### src/rtl/virt_cap_pkg.sv
/*
 * Constants for the virtualization capability block: register indexes,
 * capability bit positions and control-structure field encodings.
 * Assumes a single-clock core that reads capability registers by index.
 */
`default_nettype none

package virt_cap_pkg;

    // =========================================================================
    // Register indexes
    localparam logic [11:0] NESTED_TRANSLATION_TAG_CAPABILITY_IDX = 12'h48C;
    localparam logic [11:0] VM_FUNCTION_CAPABILITY_IDX            = 12'h491;

    // =========================================================================
    // Capability bit positions
    localparam int EXEC_ONLY_BIT      = 0;
    localparam int WALK4_BIT          = 6;
    localparam int MEM_UC_BIT         = 8;
    localparam int MEM_WB_BIT         = 14;
    localparam int PAGE_2M_BIT        = 16;
    localparam int PAGE_1G_BIT        = 17;
    localparam int TRANS_INV_BIT      = 20;
    localparam int AD_FLAGS_BIT       = 21;
    localparam int ADV_EXIT_BIT       = 22;
    localparam int TRANS_INV_SC_BIT   = 25;
    localparam int TRANS_INV_AC_BIT   = 26;
    localparam int TAG_INV_BIT        = 32;
    localparam int TAG_INV_ADDR_BIT   = 40;
    localparam int TAG_INV_SC_BIT     = 41;
    localparam int TAG_INV_AC_BIT     = 42;
    localparam int TAG_INV_SCG_BIT    = 43;
    localparam logic [63:0] CAP_DEFINED_MASK = 64'h0000_0F01_0673_4141;

    // Positions in the primary and secondary control capabilities
    localparam int PRIM_SECONDARY_ACT_BIT  = 63;
    localparam int SEC_NESTED_BIT          = 33;
    localparam int SEC_TAG_BIT             = 37;
    localparam int SEC_VMFUNC_BIT          = 45;

    // =========================================================================
    // Field encoding layout
    localparam int ENC_ACCESS_BIT = 0;
    localparam int ENC_INDEX_LO   = 1;
    localparam int ENC_INDEX_HI   = 9;
    localparam int ENC_TYPE_LO    = 10;
    localparam int ENC_TYPE_HI    = 11;
    localparam int ENC_RSVD12_BIT = 12;
    localparam int ENC_WIDTH_LO   = 13;
    localparam int ENC_WIDTH_HI   = 14;
    localparam int ENC_RSVD_HI_LO = 15;

    localparam logic [1:0] WIDTH_16 = 2'h0;
    localparam logic [1:0] WIDTH_64 = 2'h1;
    localparam logic [1:0] TYPE_CONTROL = 2'h0;
    localparam logic [1:0] TYPE_GUEST   = 2'h2;
    localparam logic [1:0] TYPE_HOST    = 2'h3;

    // Field identifiers reported by the decoder: the 16-bit fields, FLD_NONE and FLD_WIDE64
    typedef enum logic [4:0] {
        FLD_NONE             = 5'h00,
        FLD_PROCESSOR_TAG    = 5'h01,
        FLD_NOTIFY_VECTOR    = 5'h02,
        FLD_TRANSLATION_PTR_INDEX = 5'h03,
        FLD_GUEST_ES         = 5'h04,
        FLD_GUEST_CS         = 5'h05,
        FLD_GUEST_SS         = 5'h06,
        FLD_GUEST_DS         = 5'h07,
        FLD_GUEST_FS         = 5'h08,
        FLD_GUEST_GS         = 5'h09,
        FLD_GUEST_LOCAL_TABLE = 5'h0A,
        FLD_GUEST_TASK       = 5'h0B,
        FLD_GUEST_INTR_STATUS = 5'h0C,
        FLD_GUEST_WRITE_LOG_INDEX = 5'h0D,
        FLD_HOST_ES          = 5'h0E,
        FLD_HOST_CS          = 5'h0F,
        FLD_HOST_SS          = 5'h10,
        FLD_HOST_DS          = 5'h11,
        FLD_HOST_FS          = 5'h12,
        FLD_HOST_GS          = 5'h13,
        FLD_HOST_TASK        = 5'h14,
        FLD_WIDE64           = 5'h15
    } field_id_e;

    localparam logic [8:0] CTRL16_LAST_INDEX  = 9'h002;
    localparam logic [8:0] GUEST16_LAST_INDEX = 9'h009;
    localparam logic [8:0] HOST16_LAST_INDEX  = 9'h006;

endpackage : virt_cap_pkg

`default_nettype wire

### src/rtl/virt_capability_and_field_encoding.sv
/*
 * Read-only capability registers and control-structure field decoder.
 * Assumes the core presents a register index and a field encoding on plain
 * synchronous ports; the answers are registered one cycle later.
 */
`default_nettype none

module virt_capability_and_field_encoding #(
    parameter logic        EXEC_ONLY       = 1'b1,
    parameter logic        WALK4           = 1'b1,
    parameter logic        MEM_UC          = 1'b1,
    parameter logic        MEM_WB          = 1'b1,
    parameter logic        PAGE_2M         = 1'b1,
    parameter logic        PAGE_1G         = 1'b1,
    parameter logic        TRANS_INV       = 1'b1,
    parameter logic        TRANS_INV_SC    = 1'b1,
    parameter logic        TRANS_INV_AC    = 1'b1,
    parameter logic        AD_FLAGS        = 1'b1,
    parameter logic        ADV_EXIT        = 1'b1,
    parameter logic        TAG_INV         = 1'b1,
    parameter logic [3:0]  TAG_INV_TYPES   = 4'hF,
    parameter logic [63:0] PRIMARY_CAP     = 64'h8000_0000_0000_0000,
    parameter logic [63:0] SECONDARY_CAP   = 64'h0000_2022_0000_0000,
    parameter logic [63:0] VM_FUNCTION_ALLOWED = 64'h0000_0000_0000_0001,
    parameter logic        HAS_POSTED_INTR = 1'b1,
    parameter logic        HAS_VIOLATION_VE = 1'b1,
    parameter logic        HAS_VIRT_INTR   = 1'b1,
    parameter logic        HAS_WRITE_LOG   = 1'b1
) (
    input  wire logic        sys_clk,          // 100 MHz clock
    input  wire logic        rst,              // Synchronous reset, high
    input  wire logic        cap_rd,           // Capability read request
    input  wire logic [11:0] cap_index,        // Capability register index
    output logic [63:0]      cap_data,         // Read data
    output logic             cap_valid,        // Read answered (index exists)
    output logic             cap_error,        // Read of absent register
    input  wire logic        dec_req,          // Encoding decode request
    input  wire logic [31:0] field_encoding,   // Field selector
    output logic             dec_done,         // Decode result present
    output logic             field_valid,      // Encoding names a present field
    output logic [4:0]       field_id,         // Selected field
    output logic [1:0]       field_width,      // Width code
    output logic [1:0]       field_type,       // Type code
    output logic [8:0]       field_index,      // Index code
    output logic             field_high,       // High-half access
    input  wire logic [63:0] vm_function_ctl,  // Function controls of entry
    input  wire logic        secondary_active, // Secondary controls active
    input  wire logic        vm_function_en,   // Function enabling active
    output logic             entry_fail,       // Function control check fails
    input  wire logic        mode_exec_ctl,    // Mode-based execute active
    input  wire logic [10:0] entry_perm,       // Translation entry low bits
    output logic             exec_only_ok,     // Entry allowed as execute-only
    input  wire logic        violation_event,  // Translation violation exit
    output logic             adv_exit_info     // Advanced exit information given
);

    // =========================================================================
    // Constant register images
    localparam logic [63:0] CAP_IMAGE =
        (64'(EXEC_ONLY)    << virt_cap_pkg::EXEC_ONLY_BIT) |
        (64'(WALK4)        << virt_cap_pkg::WALK4_BIT) |
        (64'(MEM_UC)       << virt_cap_pkg::MEM_UC_BIT) |
        (64'(MEM_WB)       << virt_cap_pkg::MEM_WB_BIT) |
        (64'(PAGE_2M)      << virt_cap_pkg::PAGE_2M_BIT) |
        (64'(PAGE_1G)      << virt_cap_pkg::PAGE_1G_BIT) |
        (64'(TRANS_INV)    << virt_cap_pkg::TRANS_INV_BIT) |
        (64'(TRANS_INV_SC) << virt_cap_pkg::TRANS_INV_SC_BIT) |
        (64'(TRANS_INV_AC) << virt_cap_pkg::TRANS_INV_AC_BIT) |
        (64'(AD_FLAGS)     << virt_cap_pkg::AD_FLAGS_BIT) |
        (64'(ADV_EXIT)     << virt_cap_pkg::ADV_EXIT_BIT) |
        (64'(TAG_INV)      << virt_cap_pkg::TAG_INV_BIT) |
        (64'(TAG_INV_TYPES) << virt_cap_pkg::TAG_INV_ADDR_BIT);
    // Mask keeps reserved positions at zero whatever the parameters say
    localparam logic [63:0] CAP_VALUE = CAP_IMAGE & virt_cap_pkg::CAP_DEFINED_MASK;

    localparam logic SECONDARY_OK = PRIMARY_CAP[virt_cap_pkg::PRIM_SECONDARY_ACT_BIT];
    localparam logic CAP_EXISTS = SECONDARY_OK &&
        (SECONDARY_CAP[virt_cap_pkg::SEC_NESTED_BIT] || SECONDARY_CAP[virt_cap_pkg::SEC_TAG_BIT]);
    localparam logic FUNC_EXISTS = SECONDARY_OK && SECONDARY_CAP[virt_cap_pkg::SEC_VMFUNC_BIT];
    localparam logic HAS_TAG = SECONDARY_CAP[virt_cap_pkg::SEC_TAG_BIT];

    // Refuse type bits without their instruction at elaboration, not at run time
    if (TAG_INV_TYPES != 4'h0 && !TAG_INV) begin : g_bad_tag_types
        $error("tag invalidate types need tag invalidate support");
    end
    if ((TRANS_INV_SC || TRANS_INV_AC) && !TRANS_INV) begin : g_bad_trans_types
        $error("translation invalidate types need the instruction");
    end

    // =========================================================================
    // State
    typedef struct packed {
        logic [63:0] cap_data;
        logic        cap_valid;
        logic        cap_error;
        logic        dec_done;
        logic        field_valid;
        logic [4:0]  field_id;
        logic [1:0]  field_width;
        logic [1:0]  field_type;
        logic [8:0]  field_index;
        logic        field_high;
        logic        entry_fail;
        logic        exec_only_ok;
        logic        adv_exit_info;
    } state_s;

    state_s state;
    state_s next_state;

    // Maps a 16-bit field's type and index to its identifier
    function automatic logic [4:0] field16(input logic [1:0] ftype, input logic [8:0] idx);
        logic [4:0] id;
        id = virt_cap_pkg::FLD_NONE;
        unique case (ftype)
            virt_cap_pkg::TYPE_CONTROL: begin
                if (idx == 9'h000 && HAS_TAG) begin
                    id = virt_cap_pkg::FLD_PROCESSOR_TAG;
                end else if (idx == 9'h001 && HAS_POSTED_INTR) begin
                    id = virt_cap_pkg::FLD_NOTIFY_VECTOR;
                end else if (idx == virt_cap_pkg::CTRL16_LAST_INDEX && HAS_VIOLATION_VE) begin
                    id = virt_cap_pkg::FLD_TRANSLATION_PTR_INDEX;
                end
            end
            virt_cap_pkg::TYPE_GUEST: begin
                if (idx <= 9'h007) begin
                    id = 5'(virt_cap_pkg::FLD_GUEST_ES + idx[2:0]);
                end else if (idx == 9'h008 && HAS_VIRT_INTR) begin
                    id = virt_cap_pkg::FLD_GUEST_INTR_STATUS;
                end else if (idx == virt_cap_pkg::GUEST16_LAST_INDEX && HAS_WRITE_LOG) begin
                    id = virt_cap_pkg::FLD_GUEST_WRITE_LOG_INDEX;
                end
            end
            virt_cap_pkg::TYPE_HOST: begin
                if (idx <= virt_cap_pkg::HOST16_LAST_INDEX) begin
                    id = 5'(virt_cap_pkg::FLD_HOST_ES + idx[2:0]);
                end
            end
            default: id = virt_cap_pkg::FLD_NONE;
        endcase
        return id;
    endfunction : field16

    // =========================================================================
    // Next state
    always_comb begin
        logic [1:0] w;
        logic [1:0] t;
        logic [8:0] ix;
        logic       rsvd_ok;
        logic [4:0] id;
        w = field_encoding[virt_cap_pkg::ENC_WIDTH_HI:virt_cap_pkg::ENC_WIDTH_LO];
        t = field_encoding[virt_cap_pkg::ENC_TYPE_HI:virt_cap_pkg::ENC_TYPE_LO];
        ix = field_encoding[virt_cap_pkg::ENC_INDEX_HI:virt_cap_pkg::ENC_INDEX_LO];
        rsvd_ok = (field_encoding[31:virt_cap_pkg::ENC_RSVD_HI_LO] == 17'h00000)
                  && !field_encoding[virt_cap_pkg::ENC_RSVD12_BIT];
        id = field16(t, ix);
        next_state = state;
        next_state.cap_valid = 1'b0;
        next_state.cap_error = 1'b0;
        next_state.dec_done = 1'b0;
        if (cap_rd) begin
            next_state.cap_data = 64'h0000_0000_0000_0000;
            if (cap_index == virt_cap_pkg::NESTED_TRANSLATION_TAG_CAPABILITY_IDX && CAP_EXISTS) begin
                next_state.cap_data = CAP_VALUE;
                next_state.cap_valid = 1'b1;
            end else if (cap_index == virt_cap_pkg::VM_FUNCTION_CAPABILITY_IDX && FUNC_EXISTS) begin
                next_state.cap_data = VM_FUNCTION_ALLOWED;
                next_state.cap_valid = 1'b1;
            end else begin
                next_state.cap_error = 1'b1;
            end
        end
        if (dec_req) begin
            next_state.dec_done = 1'b1;
            next_state.field_width = w;
            next_state.field_type = t;
            next_state.field_index = ix;
            next_state.field_high = field_encoding[virt_cap_pkg::ENC_ACCESS_BIT];
            next_state.field_id = virt_cap_pkg::FLD_NONE;
            next_state.field_valid = 1'b0;
            if (rsvd_ok && w == virt_cap_pkg::WIDTH_16
                && !field_encoding[virt_cap_pkg::ENC_ACCESS_BIT]) begin
                next_state.field_id = id;
                next_state.field_valid = (id != virt_cap_pkg::FLD_NONE);
            end else if (rsvd_ok && w == virt_cap_pkg::WIDTH_64) begin
                // Wide tables are decoded elsewhere; only FLD_WIDE64 and the raw width, type, index and half are given here
                next_state.field_id = virt_cap_pkg::FLD_WIDE64;
                next_state.field_valid = 1'b1;
            end
        end
        next_state.entry_fail = secondary_active && vm_function_en
                                && ((vm_function_ctl & ~VM_FUNCTION_ALLOWED) != 64'h0);
        next_state.exec_only_ok = CAP_VALUE[virt_cap_pkg::EXEC_ONLY_BIT] && entry_perm[1:0] == 2'h0
                                  && (entry_perm[2] || (mode_exec_ctl && entry_perm[10]));
        next_state.adv_exit_info = violation_event && CAP_VALUE[virt_cap_pkg::ADV_EXIT_BIT];
        if (rst) begin
            next_state = '0;
        end
    end

    always_ff @(posedge sys_clk) begin
        state <= next_state;
    end

    assign cap_data      = state.cap_data;
    assign cap_valid     = state.cap_valid;
    assign cap_error     = state.cap_error;
    assign dec_done      = state.dec_done;
    assign field_valid   = state.field_valid;
    assign field_id      = state.field_id;
    assign field_width   = state.field_width;
    assign field_type    = state.field_type;
    assign field_index   = state.field_index;
    assign field_high    = state.field_high;
    assign entry_fail    = state.entry_fail;
    assign exec_only_ok  = state.exec_only_ok;
    assign adv_exit_info = state.adv_exit_info;

endmodule : virt_capability_and_field_encoding

`default_nettype wire

### config.mk
export PLATFORM = sky130hd
export DESIGN_NAME = virt_capability_and_field_encoding
export DESIGN_NICKNAME = d
export VERILOG_FILES = /design/src/rtl/virt_cap_pkg.sv /design/src/rtl/virt_capability_and_field_encoding.sv
export SDC_FILE = /design/constraint.sdc
export NUM_CORES = 1
export LEC_CHECK = 0
export ABC_AREA = 1
export BUFFER_PORTS_ARGS = -buffer_cell sky130_fd_sc_hd__buf_2
export CORE_MARGIN = 8
export CORE_UTILIZATION = 38
export CTS_CLUSTER_SIZE = 14
export DETAILED_ROUTE_END_ITERATION = 8
export PLACE_DENSITY = 0.87
export SLEW_MARGIN = 20
export SYNTH_ARGS = -nofsm -noshare
export SYNTH_HDL_FRONTEND = slang
export SYNTH_SLANG_ARGS = --single-unit
### constraint.sdc
create_clock -name sys_clk -period 3.36 [get_ports sys_clk]
set_input_delay 0.672 -clock sys_clk [delete_from_list [all_inputs] [get_ports sys_clk]]
set_output_delay 0.672 -clock sys_clk [all_outputs]
set_load 0.02 [all_outputs]
Word-level counts from Yosys, hierarchy flattened
Index checks and enable logic that the tools add are counted.
{"block": "op_classes", "addsub": 2, "n_lt_le_gt_ge": 2, "eq_ne": 9, "mux": 14, "n_bitwise": 1, "n_reduce_logical": 20}
{"operator": "2-to-1 mux 65 bit", "n": 1}
{"operator": "nonzero test 64 bit", "n": 1}
{"operator": "equality test 12 x 11 -> 1 bit, second input constant", "n": 2}
{"operator": "2-to-1 mux 21 bit", "n": 1}
{"operator": "equality test 9 x 4 -> 1 bit, second input constant", "n": 2}
{"operator": "<= comparator 9 x 3 -> 1 bit, second input constant", "n": 2}
{"operator": "zero test 17 bit", "n": 1}
{"operator": "2-to-1 mux 5 bit", "n": 3}
{"operator": "one-hot mux 5 bit (3 select lines)", "n": 1}
{"operator": "2-to-1 mux 4 bit", "n": 3}
{"operator": "2-to-1 mux 6 bit", "n": 2}
{"operator": "equality test 9 x 1 -> 1 bit, second input constant", "n": 1}
{"operator": "equality test 9 x 2 -> 1 bit, second input constant", "n": 1}
{"operator": "zero test 9 bit", "n": 1}
{"operator": "logical AND 1 bit", "n": 8}
{"operator": "zero test 2 bit", "n": 3}
{"operator": "adder 4 x 3 -> 5 bit, first input constant", "n": 1}
{"operator": "nonzero test 5 bit", "n": 1}
{"operator": "adder 3 x 3 -> 4 bit, first input constant", "n": 1}
{"operator": "equality test 2 bit, second input constant", "n": 2}
{"operator": "2-to-1 mux 2 bit", "n": 2}
{"operator": "OR reduction 3 bit", "n": 1}
{"operator": "equality test 2 x 1 -> 1 bit, second input constant", "n": 1}
{"operator": "zero test 1 bit", "n": 2}
{"operator": "other kinds (4)", "n": 4}
{"block": "word_totals", "ff_bits": 90, "out_inout_bits": 90}

Logic depth before layout (Yosys ltp)
{"block": "depth", "ltp_word": 8, "mapped_depth": 11, "depth_no_buf": 11}

Worst setup path before layout
OpenSTA, ideal clock, no wires.
{"block": "synth_path", "path_kind": "input port to flip-flop", "startpoint": "input port field_encoding[2]", "endpoint": "register state (netlist bit field_id[2])", "setup_ns": 0.113, "arrival_ns": 1.463, "setup_slack_ns": 1.784, "path_stages": 9, "path_cell_list": "ha_1 > nand2_1 > nand4_1 > nand2_2 > nand2_1 > nand3_1 > nand2_1 > o21ai_1 > inv_1"}
{"block": "synth_between", "elab_chain_len": 6, "word_cells_on_any_way": 14}
{"item": "start: declaration", "line_no": "virt_capability_and_field_encoding.sv:38", "text": "input wire logic [31:0] field_encoding,"}
{"item": "branches (longest 4 deep; another with <= comparator 9 x 3 -> 1 bit)"}
{"item": "one-hot mux 5 bit (3 select lines) *", "line_no": "virt_capability_and_field_encoding.sv:115", "text": "unique case (ftype)"}
{"item": "2-to-1 mux 6 bit *", "line_no": "virt_capability_and_field_encoding.sv:182", "text": "if (rsvd_ok && w == virt_cap_pkg::WIDTH_16"}
{"item": "end signal: assignment", "line_no": "virt_capability_and_field_encoding.sv:203", "text": "state <= next_state;"}
{"item": "end: declaration", "line_no": "virt_capability_and_field_encoding.sv:108", "text": "state_s state;"}
Every way passes the cells marked *.
A chain may end at the register's enable or synchronous reset.

Worst setup path after layout
{"block": "layout_path", "startpoint": "register state (netlist bit cap_data[42])", "endpoint": "output port cap_data[42]"}
{"item": "end: declaration", "line_no": "virt_capability_and_field_encoding.sv:34", "text": "output logic [63:0] cap_data,"}
No word-level cell between the ends.

==> impl_metrics.py <==
metrics = {
    "run_status": {
        "status": "complete, no violations",
    },
    "power_and_ir_drop": {
        "share_comb_of_total_power": 0.293,
        "finalPower_mw": 0.806,
        "power_frac_clock": 0.268,
        "pwr-share-seq": 0.439,
        "vdd_drop_max_uv": 181,
        "net-switching-power_mw": 0.271,
        "power.internal_mw": 0.535,
        "sw_frac_of_total": 0.337,
        "p_leak_nw": 1.55,
        "power.density_mw_per_mm2": 302,
    },
    "yosys": {
        "ys_warn_count": 0,
        "ys_seq_elements": 28,
        "synthXorXnorAreaFrac": 0,
        "synth_top_area_share": 0.275,
        "synth_fa_ha_area_frac": 0.0123,
        "syn_area_mm2": 0.00204,
        "synth_mux_area_frac": 0,
        "yosysTopAreaCell": "dfxtp_1",
        "synthCells": 305,
        "yosysUniqueCellTypes": 26,
        "synth_top_family_by_area": "simple AND/OR/NAND/NOR gates",
        "syn-mean-instance-area_um2": 6.68,
        "synth_compound_area_frac": 0.0841,
        "synth_area_leaders": "dfxtp_1, buf_4, nor2_1, nand2_1, nor4_1",
        "yosys.area_share.simple": 0.341,
        "ys_seq_area_frac": 0.275,
    },
    "final_layout": {
        "fin_nets": 579,
        "fillers": 535,
        "n_antenna_cell": 0,
        "area_delta_synth_final_pct": 31.1,
        "stdcell_count": 519,
        "layout-drive-gt1-share": 0.399,
    },
    "sta": {
        "hold_viol": 0,
        "fmax_ghz": 0.575,
        "min_period_ns": 1.74,
        "setup_violations": 0,
        "skew_ns": 0,
        "rsz0062_at_grt": "false",
        "setup_tns_ns": 0,
        "report.final.slew_viol_count": 0,
        "period_share": 0.518,
    },
    "clock_network": {
        "htree_num_levels": 1,
        "cts.sinks": 28,
        "numCtsBuffers": 3,
        "cts_tree": "yes",
        "root_buffer": "clkbuf_8",
        "cts_buffer_depth": 2,
        "cts_setup_buffers": 0,
        "clkSlewWorstSetupHoldPaths_ns": 0.10,
        "holdBufCountCts": 0,
        "cts_resized": 0,
        "clock_latency_ns": 0.28,
    },
    "min_path": {
        "hp-start": "field_id[1]",
        "hold_path_end": "field_id[1]",
        "hold_path.class": "flop to flop",
        "holdPathStages": 2,
    },
    "global_route": {
        "track_usage": 0.159,
        "overflow": 0,
        "grt_pass1_vias": 2367,
        "grt_pass1_wl_um": 10300,
        "antenna_found_initial": 0,
        "grt_max_degree": 23,
    },
    "worst_setup_path": {
        "crit_slowest_cell": "dfxtp_1",
        "path_class": "flop to output pin",
        "cp_max_fo": 16,
        "timing.rr.start": "cap_data[42]",
        "crit_arrival_ns": 1.07,
        "max_stage_delay_ns": 0.55,
        "worstSetupStartpointType": "flop",
        "crit_buf_inv": 1,
        "worst_ep_required_time_ns": 2.69,
        "r2r-end": "cap_data[42]",
        "path_cells": "buf_2",
        "r2r_cells": 2,
        "crit_family": "flip-flops",
        "end_kind": "output pin",
        "ff2ff_setup_slack_ns": 2.48,
    },
    "die": {
        "fp.dieH_um": 89.2,
        "rows": 26,
        "die_width_um": 89.2,
        "start_util": 0.397,
        "dieArea_mm2": 0.00796,
        "core-area_mm2": 0.00514,
        "pin_count": 217,
    },
    "drt": {
        "detail_route.iter0.violations": 75,
        "wl_per_cell_um": 13.4,
        "postRouteAntennaNets": 0,
        "drc": 0,
        "vias": 2316,
        "drt-pass1-iter-count": 4,
        "viasPerCell": 4.46,
        "routed_wl_um": 6940,
    },
    "placed_design": {
        "dp_hpwl_um": 6050,
        "dp.cells": 515,
        "place_congestion": 0.841,
        "numPortBuffers": 160,
    },
    "run": {
        "cap_viol_max_count": 0,
    },
}
-- synthesized netlist by cell type --
cell type,number
buf_4,62
nor2_1,52
nand2_1,32
dfxtp_1,28
inv_1,20
nor4_1,17
a21oi_1,16
o21ai_0,16
nand3_1,15
nand4_1,10
inv_2,5
nor2_2,5
nor3_1,5
clkbuf_1,4
nand2_2,4
nand3b_1,3
ha_1,2
a31oi_1,1
and2_1,1
buf_2,1
clkinv_1,1
conb_1,1
nor2_4,1
nor3b_1,1
o21ai_1,1
or2_1,1
-- logic make-up after synthesis --
group | after synthesis
AO/OA/AOI/OAI | 34
adder cells (fa/ha/maj) | 2
AND/OR/NAND/NOR | 147
buffers and inverters | 93
flip-flops | 28
other | 1
-- power groups by stage --
stage          sequential (mW)  clock (mW)  combinational (mW)
5_1_grt                  0.356       0.233               0.259
2_1_floorplan            0.380           0               0.160
3_3_place_gp             0.361           0               0.230
4_1_cts                  0.354       0.222               0.235
3_5_place_dp             0.362           0               0.234
6_report                 0.354       0.216               0.236
-- placed cells by master (no fill, tap or decap), types with 5 or more instances in the layout --
cell     netlist  routed
inv_2          5       5
nor4_1        17      17
a21oi_1       16      16
dfxtp_1       28      28
nand3_1       15      15
nor2_2         5       5
o21ai_0       16      16
inv_1         20      20
nand4_1       10      10
nand2_1       32      32
nor2_1        52      52
nor3_1         5       5
conb_1         1      48
buf_2          1     160
-- registers in the layout, indices dropped and copies added, names as in the netlist, 2 cells and up --
| register | flops |
|---|---|
| field_id | 5 |
| cap_data | 2 |
| field_index | 9 |
| field_type | 2 |
| field_width | 2 |
-- layer usage --
metal | GRT usage | wire [um]
met4 | 0.0408 | 90
met3 | 0.0267 | 596
met1 | 0.171 | 2640
met2 | 0.308 | 3610
met5 | 0 | 0
-- worst max path at each step --
stage	end	slack, ns	cells after the start	startpoint
floorplan	field_id[2]	1.78	9	field_encoding[2]
global placement	field_valid	1.44	9	dec_req
detailed placement	field_valid	1.39	9	dec_req
CTS	cap_data[6]	1.60	1	cap_data[42]
global route	cap_data[41]	1.52	1	cap_data[42]
finish	cap_data[42]	1.62	1	cap_data[42]
-- stage by stage --
| step | cell area [um^2] | utilization | worst slack (ns) | hold WS (ns) |
|---|---|---|---|---|
| 2_1_floorplan | 2210 | - | 1.78 | 0.545 |
| 4_1_cts | 2670 | 0.520 | 1.60 | 0.475 |
| 3_3_place_gp | 2620 | 0.509 | 1.44 | 0.456 |
| 6_report | 2670 | 0.520 | 1.62 | 0.470 |
| 5_1_grt | 2670 | 0.520 | 1.52 | 0.495 |
| 3_5_place_dp | 2620 | 0.509 | 1.39 | 0.459 |
-- worst reg2reg max path, cell delays in order, from the launching register on --
cell     delay, ns
dfxtp_1       0.55
o21ai_0       0.13
a21oi_1       0.14
-- layout make-up --
| type | count | area, um^2 | area share |
|---|---|---|---|
| Clock buffer | 4 | 55.1 | 0.0206 |
| Inverter | 26 | 97.6 | 0.0365 |
| Multi-Input combinational cell | 231 | 1070 | 0.401 |
| Sequential cell | 28 | 561 | 0.210 |
| Tap cell | 70 | 87.6 | 0.0328 |
| Timing Repair Buffer | 160 | 801 | 0.300 |
(Power assumes the default switching activity.)
